### src/common/flash_status_pkg.sv
// constants and types for the flash status and protection registers
package flash_status_pkg;

  // ------------------------------------------------------------
  // clock and timing
  // ------------------------------------------------------------
  localparam int CLK_MHZ      = 50;
  localparam int NV_WRITE_NS  = 10000;  // non-volatile status write time
  localparam int NV_WRITE_CYC = (NV_WRITE_NS * CLK_MHZ + 999) / 1000;
  localparam int TMR_W        = 13;

  // ------------------------------------------------------------
  // serial command codes
  // ------------------------------------------------------------
  localparam logic [7:0] CMD_WRITE_EN    = 8'h06;
  localparam logic [7:0] CMD_WRITE_DIS   = 8'h04;
  localparam logic [7:0] CMD_VOL_WRITE_EN = 8'h50;
  localparam logic [7:0] CMD_WR_STAT_ONE = 8'h01;
  localparam logic [7:0] CMD_WR_STAT_TWO = 8'h31;
  localparam logic [7:0] CMD_WR_STAT_THR = 8'h11;
  localparam logic [7:0] CMD_RD_STAT_ONE = 8'h05;
  localparam logic [7:0] CMD_RD_STAT_TWO = 8'h35;
  localparam logic [7:0] CMD_RD_STAT_THR = 8'h15;
  localparam logic [7:0] CMD_PAGE_PROG   = 8'h02;
  localparam logic [7:0] CMD_SECT_ERASE  = 8'h20;
  localparam logic [7:0] CMD_BLOCK_ERASE = 8'hD8;
  localparam logic [7:0] CMD_CHIP_ERASE  = 8'hC7;
  localparam logic [7:0] CMD_SUSPEND     = 8'h75;
  localparam logic [7:0] CMD_RESUME      = 8'h7A;
  localparam logic [7:0] CMD_SOFT_RESET  = 8'h99;

  // ------------------------------------------------------------
  // field positions within the status bytes
  // ------------------------------------------------------------
  localparam int B1_GUARD = 7;
  localparam int B1_SMALL = 6;
  localparam int B1_ANCHOR = 5;
  localparam int B1_RANGE_HI = 4;
  localparam int B1_RANGE_LO = 2;
  localparam int B2_INVERT = 6;
  localparam int B2_LOCK_HI = 5;
  localparam int B2_LOCK_LO = 3;
  localparam int B2_QUAD = 1;
  localparam int B3_ROLE = 7;
  localparam int B3_DRV_HI = 6;
  localparam int B3_DRV_LO = 5;
  localparam int B3_HFM = 4;

  // ------------------------------------------------------------
  // configuration copies and output bundles
  // ------------------------------------------------------------
  typedef struct packed {
    logic       status_guard_bit;
    logic       small_unit_select;
    logic       range_anchor_select;
    logic [2:0] protect_range;
    logic       invert_protect_map;
    logic       quad_io_enable;
    logic       pin_role_select;
    logic       high_speed_select;
  } cfg_t;

  localparam cfg_t CFG_RESET = '0;
  localparam logic [1:0] DRV_RESET = 2'h0;
  localparam logic [2:0] LOCK_RESET = 3'h0;

  typedef struct packed {
    logic       small_unit_select;
    logic       range_anchor_select;
    logic [2:0] protect_range;
    logic       invert_protect_map;
  } protect_out_t;

  typedef struct packed {
    logic       pause_fn_en;
    logic       clear_fn_en;
    logic       quad_io_enable;
    logic [1:0] output_strength;
    logic       high_speed_select;
  } pin_out_t;

endpackage

### src/hw/flash_status_protect_regs.sv
// status, protection and configuration registers of a serial nor flash
`timescale 1ns/10ps

module flash_status_protect_regs
  import flash_status_pkg::*;
(
  input  wire logic         mclk,          // system clock, 50 MHz
  input  wire logic         resetn,        // synchronous reset, low
  input  wire logic         spi_sclk,      // serial clock pin
  input  wire logic         spi_cs_n,      // chip select pin, low
  input  wire logic         spi_si,        // serial data in pin
  input  wire logic         wp_n,          // write-protect pin, low
  input  wire logic         array_done,    // array engine finished
  output logic              spi_so,        // serial data out
  output logic              spi_so_oe,     // serial data out enable
  output logic              array_start,   // array operation start pulse
  output logic [7:0]        array_cmd,     // command given to array
  output logic              busy_out,      // embedded operation running
  output protect_out_t      protect_out,   // active protection setup
  output pin_out_t          pin_out,       // pin roles and drive
  output logic [2:0]        lock_out       // security page locks
);

  // ------------------------------------------------------------
  // pin synchronisers
  // ------------------------------------------------------------
  logic sclk_s1_r, sclk_s2_r, sclk_s3_r;
  logic cs_s1_r, cs_s2_r, cs_s3_r;
  logic si_s1_r, si_s2_r, wp_s1_r, wp_s2_r;

  // two flops per pin, a third only for edge finding
  always_ff @(posedge mclk) begin
    sclk_s1_r <= spi_sclk;
    sclk_s2_r <= sclk_s1_r;
    sclk_s3_r <= sclk_s2_r;
    cs_s1_r   <= spi_cs_n;
    cs_s2_r   <= cs_s1_r;
    cs_s3_r   <= cs_s2_r;
    si_s1_r   <= spi_si;
    si_s2_r   <= si_s1_r;
    wp_s1_r   <= wp_n;
    wp_s2_r   <= wp_s1_r;
  end

  wire sclk_rise = sclk_s2_r & ~sclk_s3_r & ~cs_s2_r;
  wire sclk_fall = ~sclk_s2_r & sclk_s3_r & ~cs_s2_r;
  wire cs_rise   = cs_s2_r & ~cs_s3_r;

  // ------------------------------------------------------------
  // serial byte collection
  // ------------------------------------------------------------
  logic [2:0] bit_cnt_r;
  logic [1:0] byte_idx_r;
  logic [7:0] shift_r, cmd_r, dat1_r, dat2_r, tx_r;

  wire [7:0] rx_byte  = {shift_r[6:0], si_s2_r};
  wire       byte_end = sclk_rise & (bit_cnt_r == 3'h7);
  wire [2:0] bit_cnt_nxt  = cs_s2_r ? 3'h0 :
                            sclk_rise ? bit_cnt_r + 3'h1 : bit_cnt_r;
  wire [1:0] byte_idx_nxt = cs_s2_r ? 2'h0 :
                            (byte_end & (byte_idx_r != 2'h3)) ?
                            byte_idx_r + 2'h1 : byte_idx_r;

  // counters clear while deselected
  always_ff @(posedge mclk) begin
    if (!resetn) begin
      bit_cnt_r  <= 3'h0;
      byte_idx_r <= 2'h0;
      shift_r    <= 8'h00;
      cmd_r      <= 8'h00;
      dat1_r     <= 8'h00;
      dat2_r     <= 8'h00;
    end else begin
      bit_cnt_r  <= bit_cnt_nxt;
      byte_idx_r <= byte_idx_nxt;
      if (sclk_rise) shift_r <= rx_byte;
      if (byte_end && byte_idx_r == 2'h0) cmd_r <= rx_byte;
      if (byte_end && byte_idx_r == 2'h1) dat1_r <= rx_byte;
      if (byte_end && byte_idx_r == 2'h2) dat2_r <= rx_byte;
    end
  end

  // ------------------------------------------------------------
  // state registers
  // ------------------------------------------------------------
  cfg_t             cfg_nv_r, cfg_v_r;
  logic [1:0]       drv_r;
  logic [2:0]       lock_r;
  logic             busy_r, busy_nv_r, wel_r, vol_wen_r, paused_r;
  logic [TMR_W-1:0] tmr_r;

  // status bytes as read back
  wire [7:0] stat_one = {cfg_v_r.status_guard_bit, cfg_v_r.small_unit_select,
                         cfg_v_r.range_anchor_select, cfg_v_r.protect_range,
                         wel_r, busy_r};
  wire [7:0] stat_two = {paused_r, cfg_v_r.invert_protect_map, lock_r,
                         1'b0, cfg_v_r.quad_io_enable, 1'b0};
  wire [7:0] stat_thr = {cfg_v_r.pin_role_select, drv_r,
                         cfg_v_r.high_speed_select, 4'h0};

  // ------------------------------------------------------------
  // command decode at chip-select release
  // ------------------------------------------------------------
  wire exec    = cs_rise & (bit_cnt_r == 3'h0) & (byte_idx_r != 2'h0);
  wire accept  = exec & ~busy_r;
  wire c_wren  = accept & (cmd_r == CMD_WRITE_EN);
  wire c_wrdi  = accept & (cmd_r == CMD_WRITE_DIS);
  wire c_vwen  = accept & (cmd_r == CMD_VOL_WRITE_EN);
  wire c_sus   = accept & (cmd_r == CMD_SUSPEND);
  wire c_res   = accept & (cmd_r == CMD_RESUME);
  wire c_srst  = accept & (cmd_r == CMD_SOFT_RESET);
  wire c_ws1   = accept & (cmd_r == CMD_WR_STAT_ONE) & (byte_idx_r >= 2'h2);
  wire c_ws2   = accept & (cmd_r == CMD_WR_STAT_TWO) & (byte_idx_r >= 2'h2);
  wire c_ws3   = accept & (cmd_r == CMD_WR_STAT_THR) & (byte_idx_r >= 2'h2);
  wire c_wstat = c_ws1 | c_ws2 | c_ws3;
  wire c_arr   = accept & ((cmd_r == CMD_PAGE_PROG) |
                 (cmd_r == CMD_SECT_ERASE) | (cmd_r == CMD_BLOCK_ERASE) |
                 (cmd_r == CMD_CHIP_ERASE));

  // write-protect pin counts only with guard set and quad off
  wire hw_locked = cfg_v_r.status_guard_bit & ~wp_s2_r &
                   ~cfg_v_r.quad_io_enable;
  // a locked write to bytes one or two leaves both copies and the locks unchanged
  wire w_block   = (c_ws1 | c_ws2) & hw_locked;
  wire wr_nv     = c_wstat & wel_r & ~w_block;
  wire wr_vol    = c_wstat & ~wel_r & vol_wen_r & ~w_block;
  wire wr_go     = wr_nv | wr_vol;
  wire w_one     = c_ws1 & ~hw_locked;
  wire w_two     = (c_ws2 | (c_ws1 & (byte_idx_r == 2'h3))) & ~hw_locked;
  wire w_thr     = c_ws3;
  wire [7:0] b2  = c_ws1 ? dat2_r : dat1_r;

  // merged image: written fields replace base, flags never from data
  cfg_t base_cfg, new_cfg;
  assign base_cfg = wr_nv ? cfg_nv_r : cfg_v_r;
  assign new_cfg = '{
    status_guard_bit:    w_one ? dat1_r[B1_GUARD] : base_cfg.status_guard_bit,
    small_unit_select:   w_one ? dat1_r[B1_SMALL]
                               : base_cfg.small_unit_select,
    range_anchor_select: w_one ? dat1_r[B1_ANCHOR]
                               : base_cfg.range_anchor_select,
    protect_range:       w_one ? dat1_r[B1_RANGE_HI:B1_RANGE_LO]
                               : base_cfg.protect_range,
    invert_protect_map:  w_two ? b2[B2_INVERT]
                               : base_cfg.invert_protect_map,
    quad_io_enable:      w_two ? b2[B2_QUAD] : base_cfg.quad_io_enable,
    pin_role_select:     w_thr ? dat1_r[B3_ROLE] : base_cfg.pin_role_select,
    high_speed_select:   w_thr ? dat1_r[B3_HFM]
                               : base_cfg.high_speed_select
  };

  // non-volatile write updates both copies; volatile only the working one
  wire cfg_nv_en  = wr_nv;
  wire cfg_v_en   = wr_go | c_srst;
  wire cfg_t_nxt_sel = c_srst;
  cfg_t cfg_v_nxt;
  assign cfg_v_nxt = cfg_t_nxt_sel ? cfg_nv_r : new_cfg;

  // lock bits only ever gain ones, and only by a non-volatile write
  wire [2:0] lock_nxt = (wr_nv & w_two) ?
                        (lock_r | b2[B2_LOCK_HI:B2_LOCK_LO]) : lock_r;

  // ------------------------------------------------------------
  // flag next values
  // ------------------------------------------------------------
  wire busy_done = busy_r & (busy_nv_r ? (tmr_r == '0) : array_done);
  wire busy_set  = (c_arr & wel_r) | wr_nv;
  wire busy_nxt  = busy_set | (busy_r & ~busy_done);
  wire wel_nxt   = c_wren | (wel_r & ~(c_wrdi | c_wstat | c_arr |
                                       c_srst));
  wire vwen_nxt  = accept ? (cmd_r == CMD_VOL_WRITE_EN) : vol_wen_r;
  wire pause_nxt = c_sus | (paused_r & ~c_res);
  wire [TMR_W-1:0] tmr_nxt = wr_nv ? TMR_W'(NV_WRITE_CYC - 1) :
                  (tmr_r != '0) ? tmr_r - TMR_W'(1) : tmr_r;

  // configuration copies, cleared at power-up as a matched pair
  always_ff @(posedge mclk) begin
    if (!resetn) begin
      cfg_nv_r <= CFG_RESET;
      cfg_v_r  <= CFG_RESET;
      drv_r    <= DRV_RESET;
      lock_r   <= LOCK_RESET;
    end else begin
      if (cfg_nv_en) cfg_nv_r <= new_cfg;
      if (cfg_v_en) cfg_v_r <= cfg_v_nxt;
      if (wr_vol & w_thr) drv_r <= dat1_r[B3_DRV_HI:B3_DRV_LO];
      lock_r <= lock_nxt;
    end
  end

  // status flags, written only from their own causes
  always_ff @(posedge mclk) begin
    if (!resetn) begin
      busy_r    <= 1'b0;
      busy_nv_r <= 1'b0;
      wel_r     <= 1'b0;
      vol_wen_r <= 1'b0;
      paused_r  <= 1'b0;
      tmr_r     <= '0;
    end else begin
      busy_r    <= busy_nxt;
      if (busy_set) busy_nv_r <= wr_nv;
      wel_r     <= wel_nxt;
      vol_wen_r <= vwen_nxt;
      paused_r  <= pause_nxt;
      tmr_r     <= tmr_nxt;
    end
  end

  // ------------------------------------------------------------
  // status read-back shifter
  // ------------------------------------------------------------
  wire is_rd = (cmd_r == CMD_RD_STAT_ONE) | (cmd_r == CMD_RD_STAT_TWO) |
               (cmd_r == CMD_RD_STAT_THR);
  wire [7:0] rd_cmd = (byte_idx_r == 2'h0) ? rx_byte : cmd_r;
  wire [7:0] rd_sel = (rd_cmd == CMD_RD_STAT_ONE) ? stat_one :
                      (rd_cmd == CMD_RD_STAT_TWO) ? stat_two : stat_thr;
  wire rd_load = byte_end & ((byte_idx_r == 2'h0) ?
                 ((rx_byte == CMD_RD_STAT_ONE) | (rx_byte == CMD_RD_STAT_TWO) |
                  (rx_byte == CMD_RD_STAT_THR)) : is_rd);
  wire rd_act  = ~cs_s2_r & (byte_idx_r != 2'h0) & is_rd;

  // fresh byte at each boundary, msb leaves on the next falling edge
  always_ff @(posedge mclk) begin
    if (!resetn) begin
      tx_r      <= 8'h00;
      spi_so    <= 1'b0;
      spi_so_oe <= 1'b0;
    end else begin
      if (rd_load) tx_r <= rd_sel;
      else if (sclk_fall && rd_act) tx_r <= {tx_r[6:0], 1'b0};
      if (sclk_fall && rd_act) spi_so <= tx_r[7];
      spi_so_oe <= rd_act;
    end
  end

  // ------------------------------------------------------------
  // registered outputs
  // ------------------------------------------------------------
  wire pin_gate = ~cfg_v_r.quad_io_enable;

  always_ff @(posedge mclk) begin
    if (!resetn) begin
      array_start <= 1'b0;
      array_cmd   <= 8'h00;
      busy_out    <= 1'b0;
      protect_out <= '0;
      pin_out     <= '0;
      lock_out    <= LOCK_RESET;
    end else begin
      array_start <= c_arr & wel_r;
      if (c_arr & wel_r) array_cmd <= cmd_r;
      busy_out    <= busy_r;
      protect_out <= '{cfg_v_r.small_unit_select, cfg_v_r.range_anchor_select,
                       cfg_v_r.protect_range, cfg_v_r.invert_protect_map};
      pin_out.pause_fn_en <= pin_gate & ~cfg_v_r.pin_role_select;
      pin_out.clear_fn_en <= pin_gate & cfg_v_r.pin_role_select;
      pin_out.quad_io_enable    <= cfg_v_r.quad_io_enable;
      pin_out.output_strength   <= drv_r;
      pin_out.high_speed_select <= cfg_v_r.high_speed_select;
      lock_out    <= lock_r;
    end
  end

  // ------------------------------------------------------------
  // checks
  // ------------------------------------------------------------
  AST_ROLE_CLEAR: assert property (
    @(posedge mclk) disable iff (!resetn)
    !cfg_v_r.quad_io_enable && cfg_v_r.pin_role_select
      |=> pin_out.clear_fn_en && !pin_out.pause_fn_en)
    else $error("pin role clear not applied");
  AST_QUAD_GATES: assert property (
    @(posedge mclk) disable iff (!resetn)
    pin_out.quad_io_enable |-> !pin_out.pause_fn_en && !pin_out.clear_fn_en)
    else $error("pin role active with quad on");
  AST_DRIVE: assert property (
    @(posedge mclk) disable iff (!resetn)
    wr_vol && w_thr |=> ##1
      pin_out.output_strength == dat1_r[B3_DRV_HI:B3_DRV_LO])
    else $error("drive strength not applied");
  AST_BUSY_SET: assert property (
    @(posedge mclk) disable iff (!resetn)
    c_arr && wel_r |=> busy_r ##1 busy_out && array_start == 1'b0)
    else $error("busy not raised for array operation");
  AST_BUSY_HOLD: assert property (
    @(posedge mclk) disable iff (!resetn)
    busy_r && exec |=> $stable(wel_r) && $stable(cfg_v_r) && $stable(paused_r))
    else $error("command obeyed while busy");
  AST_BUSY_END: assert property (
    @(posedge mclk) disable iff (!resetn)
    busy_r && busy_nv_r |-> ##[1:600] !busy_r)
    else $error("status write busy did not end");
  AST_LATCH_SET: assert property (
    @(posedge mclk) disable iff (!resetn)
    c_wren |=> wel_r)
    else $error("write latch not set");
  AST_LATCH_CLR: assert property (
    @(posedge mclk) disable iff (!resetn)
    c_wrdi || c_wstat || c_arr |=> !wel_r)
    else $error("write latch not cleared");
  AST_RANGE_WRITE: assert property (
    @(posedge mclk) disable iff (!resetn)
    wr_go && w_one
      |=> cfg_v_r.protect_range == dat1_r[B1_RANGE_HI:B1_RANGE_LO])
    else $error("protect range not written");
  AST_LOCKED: assert property (
    @(posedge mclk) disable iff (!resetn)
    (c_ws1 || c_ws2) && hw_locked
      |=> $stable(cfg_nv_r) && $stable(cfg_v_r) && $stable(lock_r))
    else $error("status write accepted while locked");
  AST_GUARD_OPEN: assert property (
    @(posedge mclk) disable iff (!resetn)
    wr_nv && w_one |=> cfg_nv_r.status_guard_bit == dat1_r[B1_GUARD])
    else $error("open status write not applied");
  AST_FLAGS_KEEP: assert property (
    @(posedge mclk) disable iff (!resetn)
    c_wstat |=> !wel_r && $stable(paused_r) && busy_r == $past(wr_nv))
    else $error("status write disturbed a flag");
  AST_PAUSED: assert property (
    @(posedge mclk) disable iff (!resetn)
    c_sus |=> paused_r until_with c_res)
    else $error("paused flag lost");
  AST_LOCK_KEEP: assert property (
    @(posedge mclk) disable iff (!resetn)
    ($past(lock_r) & ~lock_r) == 3'h0)
    else $error("lock bit cleared");
  AST_VOL_NO_LOCK: assert property (
    @(posedge mclk) disable iff (!resetn)
    wr_vol |=> $stable(lock_r) && $stable(cfg_nv_r))
    else $error("volatile write touched non-volatile state");
  AST_SRST_LOAD: assert property (
    @(posedge mclk) disable iff (!resetn)
    c_srst |=> cfg_v_r == cfg_nv_r)
    else $error("soft reset did not reload working copy");

endmodule

### config.mk
export PLATFORM = sky130hd
export DESIGN_NAME = flash_status_protect_regs
export DESIGN_NICKNAME = d
export VERILOG_FILES = /design/src/common/flash_status_pkg.sv /design/src/hw/flash_status_protect_regs.sv
export SDC_FILE = /design/constraint.sdc
export NUM_CORES = 1
export LEC_CHECK = 0
export BUFFER_PORTS_ARGS = -buffer_cell sky130_fd_sc_hd__buf_2
export CORE_UTILIZATION = 55
export CTS_CLUSTER_DIAMETER = 30
export CTS_CLUSTER_SIZE = 40
export DETAILED_ROUTE_END_ITERATION = 16
export PLACE_DENSITY_LB_ADDON = 0.2
export SYNTH_ARGS = -nofsm -noshare
export SYNTH_HDL_FRONTEND = slang
export SYNTH_SLANG_ARGS = --single-unit
### constraint.sdc
create_clock -name mclk -period 3.35 [get_ports mclk]
set_clock_uncertainty 0.2 [all_clocks]
set_input_delay 0.5025 -clock mclk [delete_from_list [all_inputs] [get_ports mclk]]
set_output_delay 0.5025 -clock mclk [all_outputs]
set_load 0.01 [all_outputs]
After elaboration in Yosys (flattened, before gate mapping)
Cells that the tools add are included.

Logic and storage cells: 200. Output and inout bits: 27. Register bits: 123. Input bits: 7.

Add/sub/neg operators: 3. Reduce and logical (&&, ||, !) cells: 13. Equality and inequality tests: 26. Order comparisons: 1. Bitwise operators: 80. Mux-type cells: 20.

Operators with widths (count): $and A1 B1 Y1 (45); $eq A8 B3 Y1 const B (5); $eq A8 B6 Y1 const B (5); $mux W8 (5); $eq A8 B5 Y1 const B (3); $eq A8 B7 Y1 const B (3); $eq A8 B8 Y1 const B (3); $mux W10 (2); $or A1 B1 Y1 (19); $mux W9 (2); $not A1 Y1 (15); $logic_not A13 Y1 (1); $reduce_bool A13 Y1 (1); $sub A13 B1 Y13 const B (1); $mux W1 (9); $eq A8 B1 Y1 const B (1); $eq A8 B2 Y1 const B (1); $mux W7 (1); $reduce_bool A2 Y1 (3); $eq A2 B2 Y1 const B (2); $logic_and A1 B1 Y1 (4); $reduce_or A2 Y1 (2); $add A3 B1 Y3 const B (1); $eq A3 B3 Y1 const B (1); other kinds (8) (8).

Logic depth before layout (Yosys ltp)
Gate-level depths: netlist (run 1).

Depth in word-level cells: 15. Depth in mapped cells: 10. Mapped depth without buffers: 7.

Worst setup path after synthesis (run 1)
No wires, ideal clock.

Kind: flip-flop to flip-flop. Start point: register byte_idx_r[0]. End point: register cfg_nv_r[2] (netlist bit). Period minus slack after synthesis: 2.739 ns. Setup time: 0.070 ns. Slack: 0.611 ns. Stages on the path, launching flop included: 9. Data required time: 3.080 ns. Arrival time: 2.468 ns. Buffers on the path: 1. Cells stage by stage: dfxtp_1 -> inv_1 -> ha_1 -> clkbuf_1 -> nor4bb_1 -> nand2_1 -> or4_4 -> or3b_1 -> a21oi_1.

Cells in the longest elaborated chain, start to end: 11. Elaborated cells between the ends (all ways): 23. Classes of those cells: order compare (1); eq/ne (1); mux (3); bitwise (17); reduce/logical (1).

Ends and longest elaborated chain: start, declared (line flash_status_protect_regs.sv:53) `logic [1:0] byte_idx_r;`; start signal, assigned (line flash_status_protect_regs.sv:75) `byte_idx_r <= byte_idx_nxt;`; $reduce_bool A2 Y1 (line flash_status_protect_regs.sv:104) `wire exec = cs_rise & (bit_cnt_r == 3'h0) & (byte_idx_r != 2'h0);`; $and A1 B1 Y1 (line flash_status_protect_regs.sv:104); $and A1 B1 Y1 (line flash_status_protect_regs.sv:105) `wire accept = exec & ~busy_r;`; $and A1 B1 Y1, on equally long branches (2 in a row) (line flash_status_protect_regs.sv:112, flash_status_protect_regs.sv:113); $or A1 B1 Y1 (line flash_status_protect_regs.sv:115, flash_status_protect_regs.sv:124); $or A1 B1 Y1 / $and A1 B1 Y1 (equally long branches) (line flash_status_protect_regs.sv:115, flash_status_protect_regs.sv:124); $and A1 B1 Y1 / $not A1 Y1 (equally long branches) (line flash_status_protect_regs.sv:125) `wire wr_nv = c_wstat & wel_r & ~w_block;`; $and A1 B1 Y1 (line flash_status_protect_regs.sv:125); $mux W10 (line flash_status_protect_regs.sv:135) `assign base_cfg = wr_nv ? cfg_nv_r : cfg_v_r;`; $mux W1 (line flash_status_protect_regs.sv:146) `quad_io_enable: w_two ? b2[B2_QUAD] : base_cfg.quad_io_enable,`; end signal, assigned (line flash_status_protect_regs.sv:184) `if (cfg_nv_en) cfg_nv_r <= new_cfg;`; end, declared (line flash_status_protect_regs.sv:86) `cfg_t cfg_nv_r, cfg_v_r;`.

Parallel ways exist; a longest one is shown, timed or not. A chain may end at the register's enable or synchronous reset.

Worst setup path after layout (run 1)
Same ends and word-level chain as after synthesis.

==> results of run 1 <==
==> cell type report <==
| class | count | area (sq um) |
|---|---|---|
| clock buffer | 25 | 494 |
| clock inverter | 7 | 138 |
| fill | 773 | 3000 |
| inverter | 22 | 82.6 |
| multi-input combinational | 434 | 2730 |
| sequential | 120 | 2400 |
| tap | 129 | 161 |
| timing repair buffer | 53 | 325 |
==> cells by family after synthesis <==
group | count (synthesis) | share of synthesized area
simple gates | 254 | 0.247
compound gates | 128 | 0.160
flops | 120 | 0.449
buf+inv | 62 | 0.0456
mux | 31 | 0.0583
xor+xnor | 13 | 0.0213
fa+ha+maj | 8 | 0.0187
==> sequential cells by signal, summed over array words and instances, names as in the netlist, 2 cells and up <==
| register | flops |
|---|---|
| tx_r | 8 |
| drv_r | 2 |
| pin_out | 6 |
| protect_out | 6 |
| tmr_r | 13 |
| dat1_r | 7 |
| cfg_v_r | 10 |
| array_cmd | 8 |
| lock_out | 3 |
| shift_r | 7 |
| cmd_r | 8 |
| cfg_nv_r | 10 |
| bit_cnt_r | 3 |
| lock_r | 3 |
| dat2_r | 5 |
| byte_idx_r | 2 |
==> synthesized netlist by cell type, types with 12 or more instances <==
master / n / area [sq um]
clkbuf_1: 34 / 128
o21ai_0: 12 / 60.1
a211oi_1: 14 / 105
and2_1: 16 / 100
nor3_1: 13 / 65.1
a21oi_1: 45 / 225
nand2_1: 56 / 210
nand3_1: 42 / 210
nand4_1: 13 / 81.3
mux2i_1: 30 / 300
inv_1: 22 / 82.6
dfxtp_1: 120 / 2400
nor2_1: 50 / 188
==> final timing paths <==
kind | from | endpoint | cells after the start
hold / removal | sclk_s1_r$_DFF_P_ | sclk_s2_r$_DFF_P_ | 0
setup reg to reg | byte_idx_r[0]$_SDFFE_PP0P_ | cfg_nv_r[2]$_SDFFE_PN0P_ | 8
hold reg to reg | sclk_s1_r$_DFF_P_ | sclk_s2_r$_DFF_P_ | 0
setup / recovery | byte_idx_r[0]$_SDFFE_PP0P_ | cfg_nv_r[2]$_SDFFE_PN0P_ | 8
==> through the flow <==
stage,setup WS [ps],instance area (sq um)
2_1_floorplan,611,5350
3_3_place_gp,627,5660
3_5_place_dp,546,5660
4_1_cts,552,6330
5_1_grt,415,6330
6_report,497,6330
==> critical path, delay by kind of cell (launching register included) <==
family	cells	cell delay, ps
simple gates	4	1510
compound gates	1	170
fa+ha+maj	1	230
buf+inv	2	260
flops	1	410
==> per-layer routing <==
metal | track usage | vias to the layer above
met5 | 0 | -
li1 | - | 2303
met1 | 0.355 | 2280
met4 | 0.139 | 0
met3 | 0.0804 | 50
met2 | 0.465 | 216
==> report_power, final <==
group,switching [mW],internal (mW),total (mW),leakage (nW)
registers,0.0618,1.50,1.56,0.973
clock network,0.627,1.31,1.93,0.308
logic,0.226,0.174,0.399,1.25
==> repair_timing <==
item                                    in CTS  in global routing
setup buffers                                0                  0
endpoints found under the hold margin        4                  0
hold buffers                                 4                  0
endpoints found under the setup margin       0                  0
==> impl_metrics.toml, run 1 <==
[worst_setup_path]
cp_slowest_cell = "or3b_1"
worstPathArrival_ps = 3100
crit_path_cell_trace = "inv_1 > ha_1 > nor4bb_1 > buf_4 > and2_1 > nand3_1 > or3b_1 > a21oi_1"
rrSetupSlack_ps = 500
cpPeakStageDelay_ps = 490
start_kind = "flip-flop"
critPathKind = "flip-flop to flip-flop"
path_max_fanout = 10
required_ps = 3600
cp-end-kind = "flip-flop"

[floorplanning]
die_h_um = 101
coreArea_sq_um = 9330
ios = 34
row_count = 35
die_w_um = 101
initial_core_util = 0.573
dieArea_sq_um = 10100

[drt]
routed-wl-met3_um = 943
drcViolationCount = 0
ant_nets = 0
wl_met2_um = 6630
routed-via-count = 4849
top_layer = "met4"
wl_um = 13900
drt-met1-wl_um = 5870
vias_per_cell = 6.14
drt_iter0_drc = 338
firstDrtPassIters = 6
wl_per_cell_um = 17.6

[timing]
setup_tns_ps = 0
maxSlewViolCount = 0
fmaxAchievable_ghz = 0.351
period_share = 0.852
max-slew-margin-rel = 0.597
finalSetupViolCount = 0
post-route-min-period_ps = 2850
hold_violations = 0
rsz0062_at_grt = "no"
holdWs_ps = 127
tightest_slew_ps = 597

[synthesis]
async_flop_share = 0
ys_types = 64
synth_cells = 616
synth_nets = 631
synth.yosys.seq_area_share = 0.449
synth_top_flop_cell = "dfxtp_1"
synth_edf_count = 0
synth_area_sq_um = 5350
ys_seq_elements = 120
yosysWarnings = 0
avgSynthCellArea_sq_um = 8.68

[global_route]
grt_pass1_wl_um = 22200
gr-usage-all-layers = 0.288
grt_overflow = 0
grt_pass1_vias = 4601
grt_max_degree = 52
antenna_found_initial = 0

[layout]
final_cells = 790
layout_common_cells = "120 x dfxtp_1, 56 x nand2_1, 50 x nor2_1"
syn_to_final_growth_pct = 18.4
final_nets = 663
drive_gt1_frac = 0.139
n_antenna_cell = 0
final_common_cell = "dfxtp_1"
fin_util = 0.679

[power_and_ir_drop]
power.density_nw_per_um2 = 615
p_leak_nw = 2.53
power_mw = 3.89
vdd_ir_drop_max_uv = 610

[clock_network]
clock_latency_ps = 520
cts_buffers = 17
cts_tree = "done"
cts_sinks = 120
cts_root_buf = "clkbuf_8"
cts_max_path_buffers = 2
cts.reportedPaths.clkPinSlew_ps = 60
cts_resized = 0
cts_max_level = 4

[placement]
dp_cells = 754
hpwl_um = 9450
globalplace.congestion = 0.898
port_buffers = 33

[flow_run]
drv_cap = 0

[run_status]
run_status = "completed"

[min_path]
min_path_type = "flip-flop to flip-flop"
No activity file was read; power rests on OpenSTA's default activity.
==> run 2, diff against run 1 <==
--- a/config.mk
+++ b/config.mk
@@ -6,11 +6,12 @@
 export NUM_CORES = 1
 export LEC_CHECK = 0
 export BUFFER_PORTS_ARGS = -buffer_cell sky130_fd_sc_hd__buf_2
-export CORE_UTILIZATION = 55
+export CORE_UTILIZATION = 40
 export CTS_CLUSTER_DIAMETER = 30
 export CTS_CLUSTER_SIZE = 40
 export DETAILED_ROUTE_END_ITERATION = 16
 export PLACE_DENSITY_LB_ADDON = 0.2
+export SKIP_LAST_GASP = 1
 export SYNTH_ARGS = -nofsm -noshare
 export SYNTH_HDL_FRONTEND = slang
 export SYNTH_SLANG_ARGS = --single-unit
==> constraint.sdc (replaced) <==
create_clock -name mclk -period 3.35 [get_ports mclk]
set_clock_uncertainty 0.2 [all_clocks]
set_input_delay 0.1675 -clock mclk [delete_from_list [all_inputs] [get_ports mclk]]
set_output_delay 0.1675 -clock mclk [all_outputs]
set_load 0.01 [all_outputs]
==> impl_metrics.toml, run 2 (same netlist as run 1, synthesis figures left out) <==
[run_status]
run_status = "completed"

[clock_network]
cts.reportedPaths.clkPinSlew_ps = 50
cts_setup_buffers = 0
cts_resized = 0
cts_tree = "done"
cts_max_path_buffers = 2
cts_buffers = 17
cts_sinks = 120
cts_root_buf = "clkbuf_16"
cts_max_level = 4
clock_latency_ps = 420
cts_hold_buf = 5

[worst_setup_path]
timing.rr.start = "byte_idx_r[0]$_SDFFE_PP0P_"
start_kind = "flip-flop"
worstPathArrival_ps = 3010
crit-reg2reg-capture = "cfg_v_r[6]$_SDFFE_PN0P_"
timing.critical_path.buf_inv = 3
crit_top_cell = "buf_4"
cp-end-kind = "flip-flop"
path_max_fanout = 7
rrSetupSlack_ps = 440
cpPeakStageDelay_ps = 500
reg2reg_depth = 9
crit_path_cell_trace = "inv_1 > ha_1 > nor4bb_1 > nand2_1 > buf_4 > nor4_1 > buf_4 > and3_1 > a211oi_1"
critPathTopFamily = "simple AND/OR/NAND/NOR gates"
critPathKind = "flip-flop to flip-flop"
required_ps = 3440
cp_slowest_cell = "nor4bb_1"

[timing]
holdWs_ps = 40.0
finalSetupViolCount = 0
tightest_slew_ps = 538
setup_tns_ps = 0
post-route-min-period_ps = 2910
rsz0062_at_grt = "no"
maxSlewViolCount = 0
hold_violations = 0
max-slew-margin-rel = 0.636
period_share = 0.869
fmaxAchievable_ghz = 0.343

[floorplanning]
ios = 34
dieArea_sq_um = 13800
die_h_um = 118
initial_core_util = 0.417
coreArea_sq_um = 12800
die_w_um = 118
row_count = 41

[power_and_ir_drop]
p_leak_nw = 2.52
power.density_nw_per_um2 = 593
power_mw = 3.79
vdd_ir_drop_max_uv = 324

[placement]
hpwl_um = 9640
port_buffers = 33
globalplace.congestion = 0.883

[layout]
drive_gt1_frac = 0.139
n_antenna_cell = 0
regArea_sq_um = 2400
multi_input_area_sq_um = 2730
regMostFlops = "tmr_r"
fin_util = 0.498
reg_top3 = "tmr_r (13), cfg_nv_r (10), cfg_v_r (10)"
largest_reg_flops = 13
final_nets = 666
fillers = 1255
final_common_cell = "dfxtp_1"
syn_to_final_growth_pct = 19.3
layout_common_cells = "120 x dfxtp_1, 56 x nand2_1, 50 x nor2_1"

[drt]
routed-via-count = 4752
firstDrtPassIters = 7
wl_um = 13700
wl_per_cell_um = 16.4
drcViolationCount = 0
drt_iter0_drc = 413
ant_nets = 0
vias_per_cell = 5.68

[flow_run]
drv_cap = 0

[global_route]
grt_pass1_vias = 4410
grt_pass1_wl_um = 22200
grt_max_degree = 50
grt_overflow = 0
gr-usage-all-layers = 0.205
antenna_found_initial = 0

[min_path]
hold_depth = 5
min_path_type = "input pin to flip-flop"
hp-start = "array_done"
min_to = "busy_r$_SDFF_PN0_"
## run 2: power breakdown
| part | total, mW | switching, mW | internal (mW) |
|---|---|---|---|
| Combinational | 0.397 | 0.220 | 0.176 |
| Sequential | 1.56 | 0.0627 | 1.50 |
| Clock | 1.83 | 0.628 | 1.20 |
## run 2: per-layer routing
layer,track usage,wire [um]
met1,0.264,6310
met2,0.311,6210
met3,0.0552,878
met4,0.110,320
met5,0,0
## run 2: worst max path at each step
stage,start,to,slack [ps],cells past startpoint
2_1_floorplan,byte_idx_r[0]$_SDFFE_PP0P_,cfg_nv_r[2]$_SDFFE_PN0P_,610,8
3_3_place_gp,byte_idx_r[0]$_SDFFE_PP0P_,cfg_v_r[7]$_SDFFE_PN0P_,610,9
3_5_place_dp,byte_idx_r[0]$_SDFFE_PP0P_,cfg_v_r[6]$_SDFFE_PN0P_,480,9
4_1_cts,byte_idx_r[0]$_SDFFE_PP0P_,cfg_v_r[6]$_SDFFE_PN0P_,480,9
5_1_grt,byte_idx_r[0]$_SDFFE_PP0P_,cfg_v_r[7]$_SDFFE_PN0P_,80,9
6_report,byte_idx_r[0]$_SDFFE_PP0P_,cfg_v_r[6]$_SDFFE_PN0P_,440,9
## run 2: metrics by stage
step,instances,instance area [sq um],worst slack [ps]
global route,836,6380,83.4
global placement,799,5740,614
detailed placement,799,5740,477
finish,836,6380,437
CTS,836,6380,478
floorplan,616,5350,611
## run 2: layout make-up
class,instances,share of cell area
multi-input cells,434,0.427
flip-flops and latches,120,0.376
clock buffers,24,0.0739
repair buffers,56,0.0569
well taps,172,0.0337
clock inverters,8,0.0188
inverters,22,0.0129
## run 2: worst min-delay path: cells and delay by family
kind            cells  cell delay (ps)
buf+inv             1              100
compound gates      3              270
simple gates        1               80
